==> src/include/mcrb_pkg.sv <==
/*
 * Register bank constants: addresses, field positions, reset values and writable masks.
 * Assumes an 8-bit processor bus with a separate special-function space and an
 * external data space.
 */
package mcrb_pkg;
    // =========================================================
    // Special-function space addresses
    localparam logic [7:0] SFA_PORT0_PINS       = 8'h80;
    localparam logic [7:0] SFA_PORT1_PINS       = 8'h90;
    localparam logic [7:0] SFA_PORT1_DIRECTION  = 8'h91;
    localparam logic [7:0] SFA_FLASH_ERASE_CMD  = 8'h94;
    localparam logic [7:0] SFA_EEPROM_BYTE      = 8'h9e;
    localparam logic [7:0] SFA_EEPROM_CONTROL   = 8'h9f;
    localparam logic [7:0] SFA_PORT2_PINS       = 8'ha0;
    localparam logic [7:0] SFA_PORT2_DIRECTION  = 8'ha1;
    localparam logic [7:0] SFA_PORT0_DIRECTION  = 8'ha2;
    localparam logic [7:0] SFA_FLASH_CONTROL    = 8'hb2;
    localparam logic [7:0] SFA_FLASH_PAGE       = 8'hb7;
    localparam logic [7:0] SFA_WDOG_IRQ_ENABLE  = 8'he8;
    localparam logic [7:0] SFA_INTERRUPT_FLAGS  = 8'hf8;
    // =========================================================
    // External 2xxx space addresses
    localparam logic [15:0] XA_CE_CFG           = 16'h2000;
    localparam logic [15:0] XA_CE_CFG2          = 16'h2002;
    localparam logic [15:0] XA_COMPARATOR       = 16'h2003;
    localparam logic [15:0] XA_CHIP_SETUP0      = 16'h2004;
    localparam logic [15:0] XA_CHIP_SETUP1      = 16'h2005;
    localparam logic [15:0] XA_PROBE0           = 16'h2060;
    localparam logic [15:0] XA_PROBE1           = 16'h2061;
    localparam logic [15:0] XA_PROBE2           = 16'h2062;
    localparam logic [15:0] XA_PROBE3           = 16'h2063;
    localparam logic [15:0] XA_SYNC_CTRL        = 16'h2070;
    localparam logic [15:0] XA_SYNC_START       = 16'h2071;
    localparam logic [15:0] XA_SYNC_STOP        = 16'h2072;
    localparam logic [15:0] XA_FUSE_SELECT      = 16'h20fd;
    localparam logic [15:0] XA_FUSE_ADJUST      = 16'h20ff;
    // =========================================================
    // Writable masks; zero positions have no storage and read zero, except in MASK_FLASH_CTRL and MASK_COMP_CFG
    localparam logic [7:0] MASK_FULL            = 8'hff;
    localparam logic [7:0] MASK_PORT2           = 8'h3f;
    localparam logic [7:0] MASK_FLASH_CTRL      = 8'h03;
    localparam logic [7:0] MASK_FLASH_PAGE      = 8'h7f;
    localparam logic [7:0] MASK_WDOG_IRQ        = 8'h83;
    localparam logic [7:0] MASK_INT_FLAGS       = 8'h7f;
    localparam logic [7:0] MASK_COMP_CFG        = 8'h18;
    // =========================================================
    // Field positions
    localparam int COMP_STAT_LSB                = 0;
    localparam int COMP_INT_LSB                 = 3;
    localparam int CHOP_LSB                     = 4;
    localparam int CLKOUT_DIS_BIT               = 4;
    localparam int CONV_DIS_BIT                 = 3;
    localparam int SECURE_BIT                   = 6;
    localparam int PREBOOT_BIT                  = 7;
    localparam logic [1:0] CHOP_ON_CODE         = 2'h3;
    // =========================================================
    // Reset value of every stored bit
    localparam logic [7:0] RESET_VALUE          = 8'h00;
endpackage : mcrb_pkg

==> src/logic/mcrb_bank.sv <==
/*
 * Configuration and status register bank: special-function registers and the
 * 2xxx configuration region, with direct outputs to the controlled units.
 * Assumes one-cycle processor strobes, synchronous to clk, and read data taken
 * one cycle after the read strobe.
 */
`timescale 1ns/1ps
// Function
// Unused bit positions hold no storage and read back as zero.
// Software keeps reserved bits at their current value when writing.
// Every configuration bit clears to zero at power-up unless stated otherwise.
// Read-only bits ignore processor writes.
// Frequent controls decode in special-function space, the rest in the 2xxx region.
// The compute engine takes operating parameters straight from the bank.
// Setting the converter-disable bit turns the converter and its bias off.
// Chop select codes 01 and 10 leave chopping off, code 11 turns it on.
// With the clock-out disable bit at zero the test clock pin is driven.
// Comparator interrupt select bits enable change interrupts; both set XOR the inputs.
// Comparator status bits are read-only and mirror comparators one to three.
// A write takes effect on its completing edge and later reads return it.
module mcrb_bank (
    input  wire logic        clk,
    input  wire logic        srst,
    input  wire logic        sfs_wr,
    input  wire logic        sfs_rd,
    input  wire logic [7:0]  sfs_addr,
    input  wire logic        xd_wr,
    input  wire logic        xd_rd,
    input  wire logic [15:0] xd_addr,
    input  wire logic [7:0]  wdata,
    input  wire logic [2:0]  comparator_in,
    input  wire logic        preboot_in,
    input  wire logic [6:0]  irq_set,
    output logic      [7:0]  rdata,
    output logic      [7:0]  ce_cfg,
    output logic      [7:0]  ce_cfg2,
    output logic      [7:0]  probe0,
    output logic      [7:0]  probe1,
    output logic      [7:0]  probe2,
    output logic      [7:0]  probe3,
    output logic      [7:0]  sync_serial_ctrl,
    output logic      [7:0]  sync_serial_start,
    output logic      [7:0]  sync_serial_stop,
    output logic      [7:0]  fuse_select,
    output logic      [7:0]  fuse_adjust,
    output logic      [7:0]  chip_setup0,
    output logic      [7:0]  chip_setup1,
    output logic             converter_disable,
    output logic             converter_bias_on,
    output logic             bandgap_chop_on,
    output logic             test_clock_pin_oe,
    output logic             comparator_irq,
    output logic      [7:0]  port0_pins,
    output logic      [7:0]  port1_pins,
    output logic      [7:0]  port2_pins,
    output logic      [7:0]  port0_direction,
    output logic      [7:0]  port1_direction,
    output logic      [7:0]  port2_direction,
    output logic      [7:0]  flash_erase_cmd,
    output logic      [7:0]  serial_eeprom_byte,
    output logic      [7:0]  serial_eeprom_control,
    output logic      [7:0]  flash_control,
    output logic      [7:0]  flash_page_select,
    output logic      [7:0]  watchdog_irq_enable,
    output logic      [7:0]  interrupt_flags
);
    // =========================================================
    // Storage and helpers
    logic [1:0] comp_int_sel;
    logic [2:0] comp_prev;
    logic [2:0] comp_now;
    logic       xor_now;
    logic       xor_prev;
    logic [7:0] next_rdata;

    // Masked write merge; bits outside the mask stay zero
    function automatic logic [7:0] mcrb_merge(input logic [7:0] d, input logic [7:0] m);
        mcrb_merge = d & m;
    endfunction : mcrb_merge

    function automatic logic sfw(input logic [7:0] a, input logic [7:0] target,
                                 input logic we);
        sfw = we && (a == target);
    endfunction : sfw

    function automatic logic xw(input logic [15:0] a, input logic [15:0] target,
                                input logic we);
        xw = we && (a == target);
    endfunction : xw

    // =========================================================
    // Special-function space registers, written on the strobe edge
    always_ff @(posedge clk) begin
        if (srst) begin
            port0_pins            <= mcrb_pkg::RESET_VALUE;
            port1_pins            <= mcrb_pkg::RESET_VALUE;
            port2_pins            <= mcrb_pkg::RESET_VALUE;
            port0_direction       <= mcrb_pkg::RESET_VALUE;
            port1_direction       <= mcrb_pkg::RESET_VALUE;
            port2_direction       <= mcrb_pkg::RESET_VALUE;
            flash_erase_cmd       <= mcrb_pkg::RESET_VALUE;
            serial_eeprom_byte    <= mcrb_pkg::RESET_VALUE;
            serial_eeprom_control <= mcrb_pkg::RESET_VALUE;
            flash_page_select     <= mcrb_pkg::RESET_VALUE;
            watchdog_irq_enable   <= mcrb_pkg::RESET_VALUE;
        end else begin

            if (sfw(sfs_addr, mcrb_pkg::SFA_PORT0_PINS, sfs_wr)) begin
                port0_pins <= wdata;
            end
            if (sfw(sfs_addr, mcrb_pkg::SFA_PORT1_PINS, sfs_wr)) begin
                port1_pins <= wdata;
            end
            if (sfw(sfs_addr, mcrb_pkg::SFA_PORT2_PINS, sfs_wr)) begin
                port2_pins <= mcrb_merge(wdata, mcrb_pkg::MASK_PORT2);
            end
            if (sfw(sfs_addr, mcrb_pkg::SFA_PORT0_DIRECTION, sfs_wr)) begin
                port0_direction <= wdata;
            end
            if (sfw(sfs_addr, mcrb_pkg::SFA_PORT1_DIRECTION, sfs_wr)) begin
                port1_direction <= wdata;
            end
            if (sfw(sfs_addr, mcrb_pkg::SFA_PORT2_DIRECTION, sfs_wr)) begin
                port2_direction <= mcrb_merge(wdata, mcrb_pkg::MASK_PORT2);
            end
            if (sfw(sfs_addr, mcrb_pkg::SFA_FLASH_ERASE_CMD, sfs_wr)) begin
                flash_erase_cmd <= wdata;
            end
            if (sfw(sfs_addr, mcrb_pkg::SFA_EEPROM_BYTE, sfs_wr)) begin
                serial_eeprom_byte <= wdata;
            end
            if (sfw(sfs_addr, mcrb_pkg::SFA_EEPROM_CONTROL, sfs_wr)) begin
                serial_eeprom_control <= wdata;
            end
            if (sfw(sfs_addr, mcrb_pkg::SFA_FLASH_PAGE, sfs_wr)) begin
                flash_page_select <= mcrb_merge(wdata, mcrb_pkg::MASK_FLASH_PAGE);
            end
            if (sfw(sfs_addr, mcrb_pkg::SFA_WDOG_IRQ_ENABLE, sfs_wr)) begin
                watchdog_irq_enable <= mcrb_merge(wdata, mcrb_pkg::MASK_WDOG_IRQ);
            end
        end
    end

    // =========================================================
    // Flash control: preboot mirrors hardware, secure only sets until reset
    always_ff @(posedge clk) begin
        if (srst) begin
            flash_control <= mcrb_pkg::RESET_VALUE;
        end else begin
            flash_control[mcrb_pkg::PREBOOT_BIT] <= preboot_in;
            flash_control[5:2] <= 4'h0;
            if (sfw(sfs_addr, mcrb_pkg::SFA_FLASH_CONTROL, sfs_wr)) begin
                flash_control[1:0] <= wdata[1:0];
                // Ones only, so firmware cannot drop protection once taken
                if (wdata[mcrb_pkg::SECURE_BIT]) begin
                    flash_control[mcrb_pkg::SECURE_BIT] <= 1'b1;
                end
            end
        end
    end

    // =========================================================
    // Interrupt flags: hardware set wins over a same-cycle software write
    always_ff @(posedge clk) begin
        if (srst) begin
            interrupt_flags <= mcrb_pkg::RESET_VALUE;
        end else if (sfw(sfs_addr, mcrb_pkg::SFA_INTERRUPT_FLAGS, sfs_wr)) begin
            interrupt_flags <= mcrb_merge(wdata | {1'b0, irq_set}, mcrb_pkg::MASK_INT_FLAGS);
        end else begin
            interrupt_flags <= interrupt_flags | {1'b0, irq_set};
        end
    end

    // =========================================================
    // 2xxx configuration region
    always_ff @(posedge clk) begin
        if (srst) begin
            ce_cfg       <= mcrb_pkg::RESET_VALUE;
            ce_cfg2      <= mcrb_pkg::RESET_VALUE;
            comp_int_sel <= 2'h0;
            chip_setup0  <= mcrb_pkg::RESET_VALUE;
            chip_setup1  <= mcrb_pkg::RESET_VALUE;
            probe0       <= mcrb_pkg::RESET_VALUE;
            probe1       <= mcrb_pkg::RESET_VALUE;
            probe2       <= mcrb_pkg::RESET_VALUE;
            probe3       <= mcrb_pkg::RESET_VALUE;
            sync_serial_ctrl  <= mcrb_pkg::RESET_VALUE;
            sync_serial_start <= mcrb_pkg::RESET_VALUE;
            sync_serial_stop  <= mcrb_pkg::RESET_VALUE;
            fuse_select  <= mcrb_pkg::RESET_VALUE;
            fuse_adjust  <= mcrb_pkg::RESET_VALUE;
        end else begin

            if (xw(xd_addr, mcrb_pkg::XA_CE_CFG, xd_wr)) begin
                ce_cfg <= wdata;
            end
            if (xw(xd_addr, mcrb_pkg::XA_CE_CFG2, xd_wr)) begin
                ce_cfg2 <= wdata;
            end
            if (xw(xd_addr, mcrb_pkg::XA_COMPARATOR, xd_wr)) begin
                comp_int_sel <= wdata[mcrb_pkg::COMP_INT_LSB +: 2];
            end
            if (xw(xd_addr, mcrb_pkg::XA_CHIP_SETUP0, xd_wr)) begin
                chip_setup0 <= wdata;
            end
            if (xw(xd_addr, mcrb_pkg::XA_CHIP_SETUP1, xd_wr)) begin
                chip_setup1 <= wdata;
            end
            if (xw(xd_addr, mcrb_pkg::XA_PROBE0, xd_wr)) begin
                probe0 <= wdata;
            end
            if (xw(xd_addr, mcrb_pkg::XA_PROBE1, xd_wr)) begin
                probe1 <= wdata;
            end
            if (xw(xd_addr, mcrb_pkg::XA_PROBE2, xd_wr)) begin
                probe2 <= wdata;
            end
            if (xw(xd_addr, mcrb_pkg::XA_PROBE3, xd_wr)) begin
                probe3 <= wdata;
            end
            if (xw(xd_addr, mcrb_pkg::XA_SYNC_CTRL, xd_wr)) begin
                sync_serial_ctrl <= wdata;
            end
            if (xw(xd_addr, mcrb_pkg::XA_SYNC_START, xd_wr)) begin
                sync_serial_start <= wdata;
            end
            if (xw(xd_addr, mcrb_pkg::XA_SYNC_STOP, xd_wr)) begin
                sync_serial_stop <= wdata;
            end
            if (xw(xd_addr, mcrb_pkg::XA_FUSE_SELECT, xd_wr)) begin
                fuse_select <= wdata;
            end
            if (xw(xd_addr, mcrb_pkg::XA_FUSE_ADJUST, xd_wr)) begin
                fuse_adjust <= wdata;
            end
        end
    end

    // =========================================================
    // Analog controls decoded from the stored bits, one cycle behind the write
    always_ff @(posedge clk) begin
        if (srst) begin
            converter_disable <= 1'b0;
            converter_bias_on <= 1'b0;
            bandgap_chop_on   <= 1'b0;
            test_clock_pin_oe <= 1'b0;
        end else begin
            converter_disable <= chip_setup1[mcrb_pkg::CONV_DIS_BIT];
            converter_bias_on <= ~chip_setup1[mcrb_pkg::CONV_DIS_BIT];
            bandgap_chop_on   <= (ce_cfg2[mcrb_pkg::CHOP_LSB +: 2]
                                  == mcrb_pkg::CHOP_ON_CODE);
            test_clock_pin_oe <= ~chip_setup0[mcrb_pkg::CLKOUT_DIS_BIT];
        end
    end

    // =========================================================
    // Comparator change detection; inputs are synchronous, so no synchroniser
    always_comb begin
        comp_now = comparator_in;
        xor_now  = comparator_in[1] ^ comparator_in[2];
        xor_prev = comp_prev[1] ^ comp_prev[2];
    end

    always_ff @(posedge clk) begin
        if (srst) begin
            comp_prev      <= 3'h0;
            comparator_irq <= 1'b0;
        end else begin
            comp_prev <= comp_now;
            // Select bit 0 watches comparator two, bit 1 comparator three; both set XOR them
            if (comp_int_sel == 2'h3) begin
                comparator_irq <= (xor_now != xor_prev);
            end else begin
                comparator_irq <= (comp_int_sel[0] && (comp_now[1] != comp_prev[1]))
                               || (comp_int_sel[1] && (comp_now[2] != comp_prev[2]));
            end
        end
    end

    // =========================================================
    // Read multiplexer; unmapped addresses and unused bits read zero
    always_comb begin
        next_rdata = 8'h00;
        if (sfs_rd) begin
            case (sfs_addr)
                mcrb_pkg::SFA_PORT0_PINS:      next_rdata = port0_pins;
                mcrb_pkg::SFA_PORT1_PINS:      next_rdata = port1_pins;
                mcrb_pkg::SFA_PORT1_DIRECTION: next_rdata = port1_direction;
                mcrb_pkg::SFA_FLASH_ERASE_CMD: next_rdata = flash_erase_cmd;
                mcrb_pkg::SFA_EEPROM_BYTE:     next_rdata = serial_eeprom_byte;
                mcrb_pkg::SFA_EEPROM_CONTROL:  next_rdata = serial_eeprom_control;
                mcrb_pkg::SFA_PORT2_PINS:      next_rdata = port2_pins;
                mcrb_pkg::SFA_PORT2_DIRECTION: next_rdata = port2_direction;
                mcrb_pkg::SFA_PORT0_DIRECTION: next_rdata = port0_direction;
                mcrb_pkg::SFA_FLASH_CONTROL:   next_rdata = flash_control;
                mcrb_pkg::SFA_FLASH_PAGE:      next_rdata = flash_page_select;
                mcrb_pkg::SFA_WDOG_IRQ_ENABLE: next_rdata = watchdog_irq_enable;
                mcrb_pkg::SFA_INTERRUPT_FLAGS: next_rdata = interrupt_flags;
                default:                       next_rdata = 8'h00;
            endcase
        end else if (xd_rd) begin
            case (xd_addr)
                mcrb_pkg::XA_CE_CFG:      next_rdata = ce_cfg;
                mcrb_pkg::XA_CE_CFG2:     next_rdata = ce_cfg2;
                mcrb_pkg::XA_COMPARATOR:  next_rdata = {3'h0, comp_int_sel, comparator_in};
                mcrb_pkg::XA_CHIP_SETUP0: next_rdata = chip_setup0;
                mcrb_pkg::XA_CHIP_SETUP1: next_rdata = chip_setup1;
                mcrb_pkg::XA_PROBE0:      next_rdata = probe0;
                mcrb_pkg::XA_PROBE1:      next_rdata = probe1;
                mcrb_pkg::XA_PROBE2:      next_rdata = probe2;
                mcrb_pkg::XA_PROBE3:      next_rdata = probe3;
                mcrb_pkg::XA_SYNC_CTRL:   next_rdata = sync_serial_ctrl;
                mcrb_pkg::XA_SYNC_START:  next_rdata = sync_serial_start;
                mcrb_pkg::XA_SYNC_STOP:   next_rdata = sync_serial_stop;
                mcrb_pkg::XA_FUSE_SELECT: next_rdata = fuse_select;
                mcrb_pkg::XA_FUSE_ADJUST: next_rdata = fuse_adjust;
                default:                  next_rdata = 8'h00;
            endcase
        end
    end

    always_ff @(posedge clk) begin
        if (srst) begin
            rdata <= 8'h00;
        end else begin
            rdata <= next_rdata;
        end
    end
endmodule : mcrb_bank

==> config.mk <==
export PLATFORM = sky130hd
export DESIGN_NAME = mcrb_bank
export DESIGN_NICKNAME = d
export VERILOG_FILES = /design/src/include/mcrb_pkg.sv /design/src/logic/mcrb_bank.sv
export SDC_FILE = /design/constraint.sdc
export NUM_CORES = 1
export LEC_CHECK = 0
export BUFFER_PORTS_ARGS = -buffer_cell sky130_fd_sc_hd__buf_2
export CAP_MARGIN = 20
export CORE_ASPECT_RATIO = 0.7
export CORE_MARGIN = 2
export CORE_UTILIZATION = 47
export DETAILED_ROUTE_END_ITERATION = 8
export PLACE_DENSITY = 0.79
export SLEW_MARGIN = 20
export SYNTH_ARGS = -nofsm -noshare
export SYNTH_HDL_FRONTEND = slang
export SYNTH_SLANG_ARGS = --single-unit
==> constraint.sdc <==
create_clock -name clk -period 2.07 [get_ports clk]
set_input_delay 0.207 -clock clk [delete_from_list [all_inputs] [get_ports clk]]
set_output_delay 0.207 -clock clk [all_outputs]
set_load 0.005 [all_outputs]
; ---- After elaboration in Yosys (flattened, before gate mapping)
; Cells that the tools add are included.
; Widths: inputs -> output; s select.
[word_totals]
regBits = 216
latchBits = 0
ram_bits = 0
mem_bits_ro = 0
inputBits = 49
output_inout_bits = 221
wordCells = 114
n_memories = 0
[classes]
addsub = 0
multipliers = 0
n_div = 0
magnitude_cmp = 0
eq_ne = 32
n_shift = 0
mux = 6
bitwise = 6
n_reduce_logical = 32
[ops]
columns = operator, n
row1 = $eq 16x14->1 const B, 14
row2 = $pmux 8 s14, 1
row3 = $eq 8x8->1 const B, 13
row4 = $pmux 8 s13, 1
row5 = $logic_and 1x1->1, 29
row6 = $mux 8, 2
row7 = $or 8x7->8, 1
row8 = $mux 7, 1
row9 = $or 7x7->7, 1
row10 = $eq 2x2->1 const B, 2
row11 = $ne 1x1->1, 3
row12 = $not 1->1, 2
row13 = $reduce_and 2->1, 1
row14 = $reduce_or 2->1, 1
row15 = $xor 1x1->1, 2
row16 = $logic_or 1x1->1, 1
row17 = $mux 1, 1

; ---- Logic depth before layout (Yosys ltp)
[logic_depth]
ltp_word = 4
ltp_mapped = 9
mapped_depth_nobuf = 6

; ---- Worst setup path before layout
; No wires, ideal clock.
[synth_timing]
path_kind = input port to flip-flop
from = input port xd_addr[12]
to = register probe2[5]
setup_ns = 0.132
arrival_ns = 2.014
required_ns = 1.938
setup_slack_ns = -0.076
stages = 8
n_path_buf = 3
cell_sequence = or4b_1 buf_6 or2_1 buf_6 or4_1 buf_2 nand2_1 a21oi_1
[synth_between]
elab_chain_len = 2
[synth_rtl]
columns = item, line
row1 = from (decl), mcrb_bank.sv:29  ; input wire logic [15:0] xd_addr,
row2 = $eq 16x14->1, mcrb_bank.sv:88  ; xw = we && (a == target);
row3 = $logic_and 1x1->1, mcrb_bank.sv:88
row4 = to (signal assigned), mcrb_bank.sv:185  ; probe2 <= mcrb_pkg::RESET_VALUE;
row5 = to (signal assigned), mcrb_bank.sv:216  ; probe2 <= wdata;
row6 = to (decl), mcrb_bank.sv:39  ; output logic [7:0] probe2,
; No other way between the ends.
; A chain may end at the register's enable or synchronous reset.

; ---- Worst setup path in the final report
[layout_timing]
from = input port xd_addr[9]
to = register rdata[1]
[layout_between]
elab_chain_len = 4
[layout_rtl]
columns = item, line
row1 = $eq 16x14->1, mcrb_bank.sv:302  ; case (xd_addr)
row2 = $pmux 8 s14 *, mcrb_bank.sv:302
row3 = $mux 8 *, mcrb_bank.sv:301  ; end else if (xd_rd) begin
row4 = $mux 8 *, mcrb_bank.sv:284  ; if (sfs_rd) begin
row5 = to (signal assigned), mcrb_bank.sv:326  ; rdata <= next_rdata;
row6 = to (decl), mcrb_bank.sv:34  ; output logic [7:0] rdata,
; Mark *: on every way between the ends. The rest lies on a longest branch, timed or not.

==> flow_summary.yaml <==
outcome:
  status: "finished clean"
power:
  netSwitchingPower_uw: 1980
  vdd_drop_max_v: 0.000547
  intPower_uw: 6560
  combPwrFrac: 0.058
  p_per_area_nw_per_um2: 690
  netSwitchingFraction: 0.232
  p_seq_frac: 0.476
  p_clk_frac: 0.465
  p_leak_uw: 0.00513
worst_setup_path:
  cp_data_arrival_time_ns: 2.27
  reg2reg_from: "port2_direction[1]$_SDFFE_PP0P_"
  timing.rr.end: "rdata[1]$_SDFF_PP0_"
  setup.worst_path.start_class: "primary input"
  crit_end: "rdata[1]$_SDFF_PP0_"
  end_kind: "flop"
  path_max_fanout: 15
  r2r_slack_ns: 0.39
  crit_path_start: "xd_addr[9]"
  reg2regPathDepth: 5
  critPathKind: "in -> reg"
  required_ns: 2.50
cells_and_area:
  fin_util: 0.622
  area.growth.synth_to_final_pct: 29.4
  fin_nets: 1527
  stdcell_count: 1762
  design_area_um2: 12400
  drive_gt1_frac: 0.292
die:
  die_x_um: 175
  start_util: 0.481
  dieArea_um2: 21500
  rows: 43
  ios: 270
  core_um2: 19900
  chipHeight_um: 123
yosys:
  synthMuxAreaShare: 0.00732
  yosysTopAreaCell: "dfxtp_1"
  synth_most_common_cell: "nand2_1"
  synthesis.area_um2: 9570
  ys_async_sr_fraction: 0
  yosysWarnings: 0
  synth-seq-cells: 210
  seq_area_frac_synth: 0.439
  synth_xor_area_frac: 0.00275
  synth-edff-count: 0
  synth_adder_area_share: 0
  yosys-top-cells-area: "dfxtp_1 (44%), a21oi_1 (10%), nand3_1 (9.7%), nand2_1 (9.5%), a22oi_1 (4.3%)"
  synthCells: 1188
  ys_types: 61
  synth_ff_type: "dfxtp_1"
  synth_compound_area_frac: 0.194
  yosysTopAreaCellShare: 0.439
  yosys.area_share.simple: 0.283
  avgSynthCellArea_um2: 8.05
  netlist_top_cells_count: "nand2_1 (241), dfxtp_1 (210), a21oi_1 (196)"
  synth_top_family_by_area: "simple AND/OR/NAND/NOR gates"
global_routing:
  grt_pass1_wl_um: 55600
  grt-ovfl-total: 0
  grt_antenna_before_repair: 1
  grt_max_degree: 93
  track_usage: 0.335
  first_global_vias: 9330
clock_network:
  cts-root-buf: "clkbuf_16"
  htreeDepth: 1
  path_clk_slew_ns: 0.07
  cts_sinks: 210
  numCtsBuffers: 21
  post_cts_buffers: 0
  clock_path_buffers: 3
  clk_latency_ns: 0.50
  tritoncts: "yes"
timing:
  worst_slack_ns: 0.225
  slew_headroom: 0.446
  final_hold_viol_count: 0
  rsz0062_at_grt: "no"
  setup_viol_count_final: 0
  clock_skew_ns: 0.0147
  finalCriticalPeriod_ns: 1.85
  drv_slew: 0
  tightest_slew_ns: 0.831
  fmax_ghz: 0.542
  fin_crit_sh: 0.891
routing:
  drtIter0Drc: 1822
  viasPerCell: 6.08
  wl_per_cell_um: 21.5
  antenna_left: 0
  wirelength_um: 37900
  post-route-drc-count: 0
  vias: 10700
  first_pass_iters: 7
placed_design:
  dp_cells: 1713
  hpwl_um: 26800
  dpl_cell_area_um2: 11600
  io_buffers: 254
  post-place-ws_ns: -0.341
  finalWeightedCongestion: 0.982
run:
  maxCapViolations: 0
hold_path:
  hold_path_class: "in -> reg"
[worst max-delay path, cell delays in order]
cell and delay [ns]:
buf_2 0.10, or4_4 0.53, buf_4 0.26, nor4_2 0.36, buf_4 0.25, a222oi_1 0.13, nand3_1 0.21, nor2_1 0.08
o22ai_1 0.14
[worst min-delay path by stage]
stage | slack [ns] | endpoint | startpoint | depth (start not counted)
after global routing | 0.11 | flash_erase_cmd[6]$_SDFFE_PP0P_ | sfs_wr | 3
final | 0.08 | rdata[6]$_SDFF_PP0_ | xd_rd | 3
after CTS | 0.06 | rdata[6]$_SDFF_PP0_ | xd_rd | 3
after global placement | 0.41 | flash_control[7]$_SDFF_PP0_ | preboot_in | 2
after detailed placement | 0.43 | flash_control[7]$_SDFF_PP0_ | preboot_in | 2
after floorplan | 0.34 | comp_prev[1]$_SDFF_PP0_ | comparator_in[1] | 1
[final cells by class]
| class | count | area, um^2 |
|---|---|---|
| well taps | 270 | 338 |
| clock buffers | 29 | 586 |
| repair buffers | 382 | 2340 |
| clock inverters | 7 | 116 |
| multi-input cells | 851 | 4750 |
| inverters | 12 | 45.0 |
| fillers | 1753 | 7530 |
| flip-flops and latches | 210 | 4200 |
| diodes | 1 | 2.50 |
[power groups by stage]
stage,registers [uW],logic (uW),clock network (uW)
floorplan,4160,277,0
global placement,4160,459,0
detailed placement,4160,464,0
CTS,4070,482,4020
global route,4070,523,4180
finish,4070,497,3980
[cell families after synthesis]
logic type / Yosys count
buf+inv: 141
other cells: 1
flops: 210
simple gates: 523
compound gates: 303
xor+xnor: 3
mux: 7
[cells in the final DEF (no fill, tap or decap), types with 6 or more instances in the layout]
cell and instances:
buf_12 6, nand2_1 241, dlygate4sd3_1 12, buf_2 253, dfxtp_1 210, conb_1 15, nor2_1 16, nor4_4 12
nor4_1 6, nand3_1 185, clkbuf_16 21, a21oi_1 196, or4_4 7, buf_4 110, a22oi_1 55, a222oi_1 25
mux2i_1 7, inv_1 12
[timing repair]
item / 4_1_cts / 5_1_grt
resized for setup: 0 / 1
setup endpoints to repair: 0 / 1
hold buffers: 12 / 0
endpoints found under the hold margin: 12 / 0
[metrics by stage]
step | hold WS [ns] | TNS [ns] | total power [uW]
after floorplan | 0.335 | -2.32 | 4440
after global placement | 0.415 | -12.00 | 4620
after detailed placement | 0.433 | -13.87 | 4620
after CTS | 0.0637 | 0 | 8570
after global routing | 0.111 | 0 | 8770
final | 0.0799 | 0 | 8540
[layer usage]
metal  wire length, um  part of all wire  global-route usage  up-vias
li1                  -                 -                   -     4825
met1             15800              0.42               0.511     5020
met2             15200              0.40               0.462      801
met3              5950              0.16              0.0876       67
met4               860             0.023              0.0849        0
met5                 0                 0                   0        -
(Power assumes the default switching activity.)
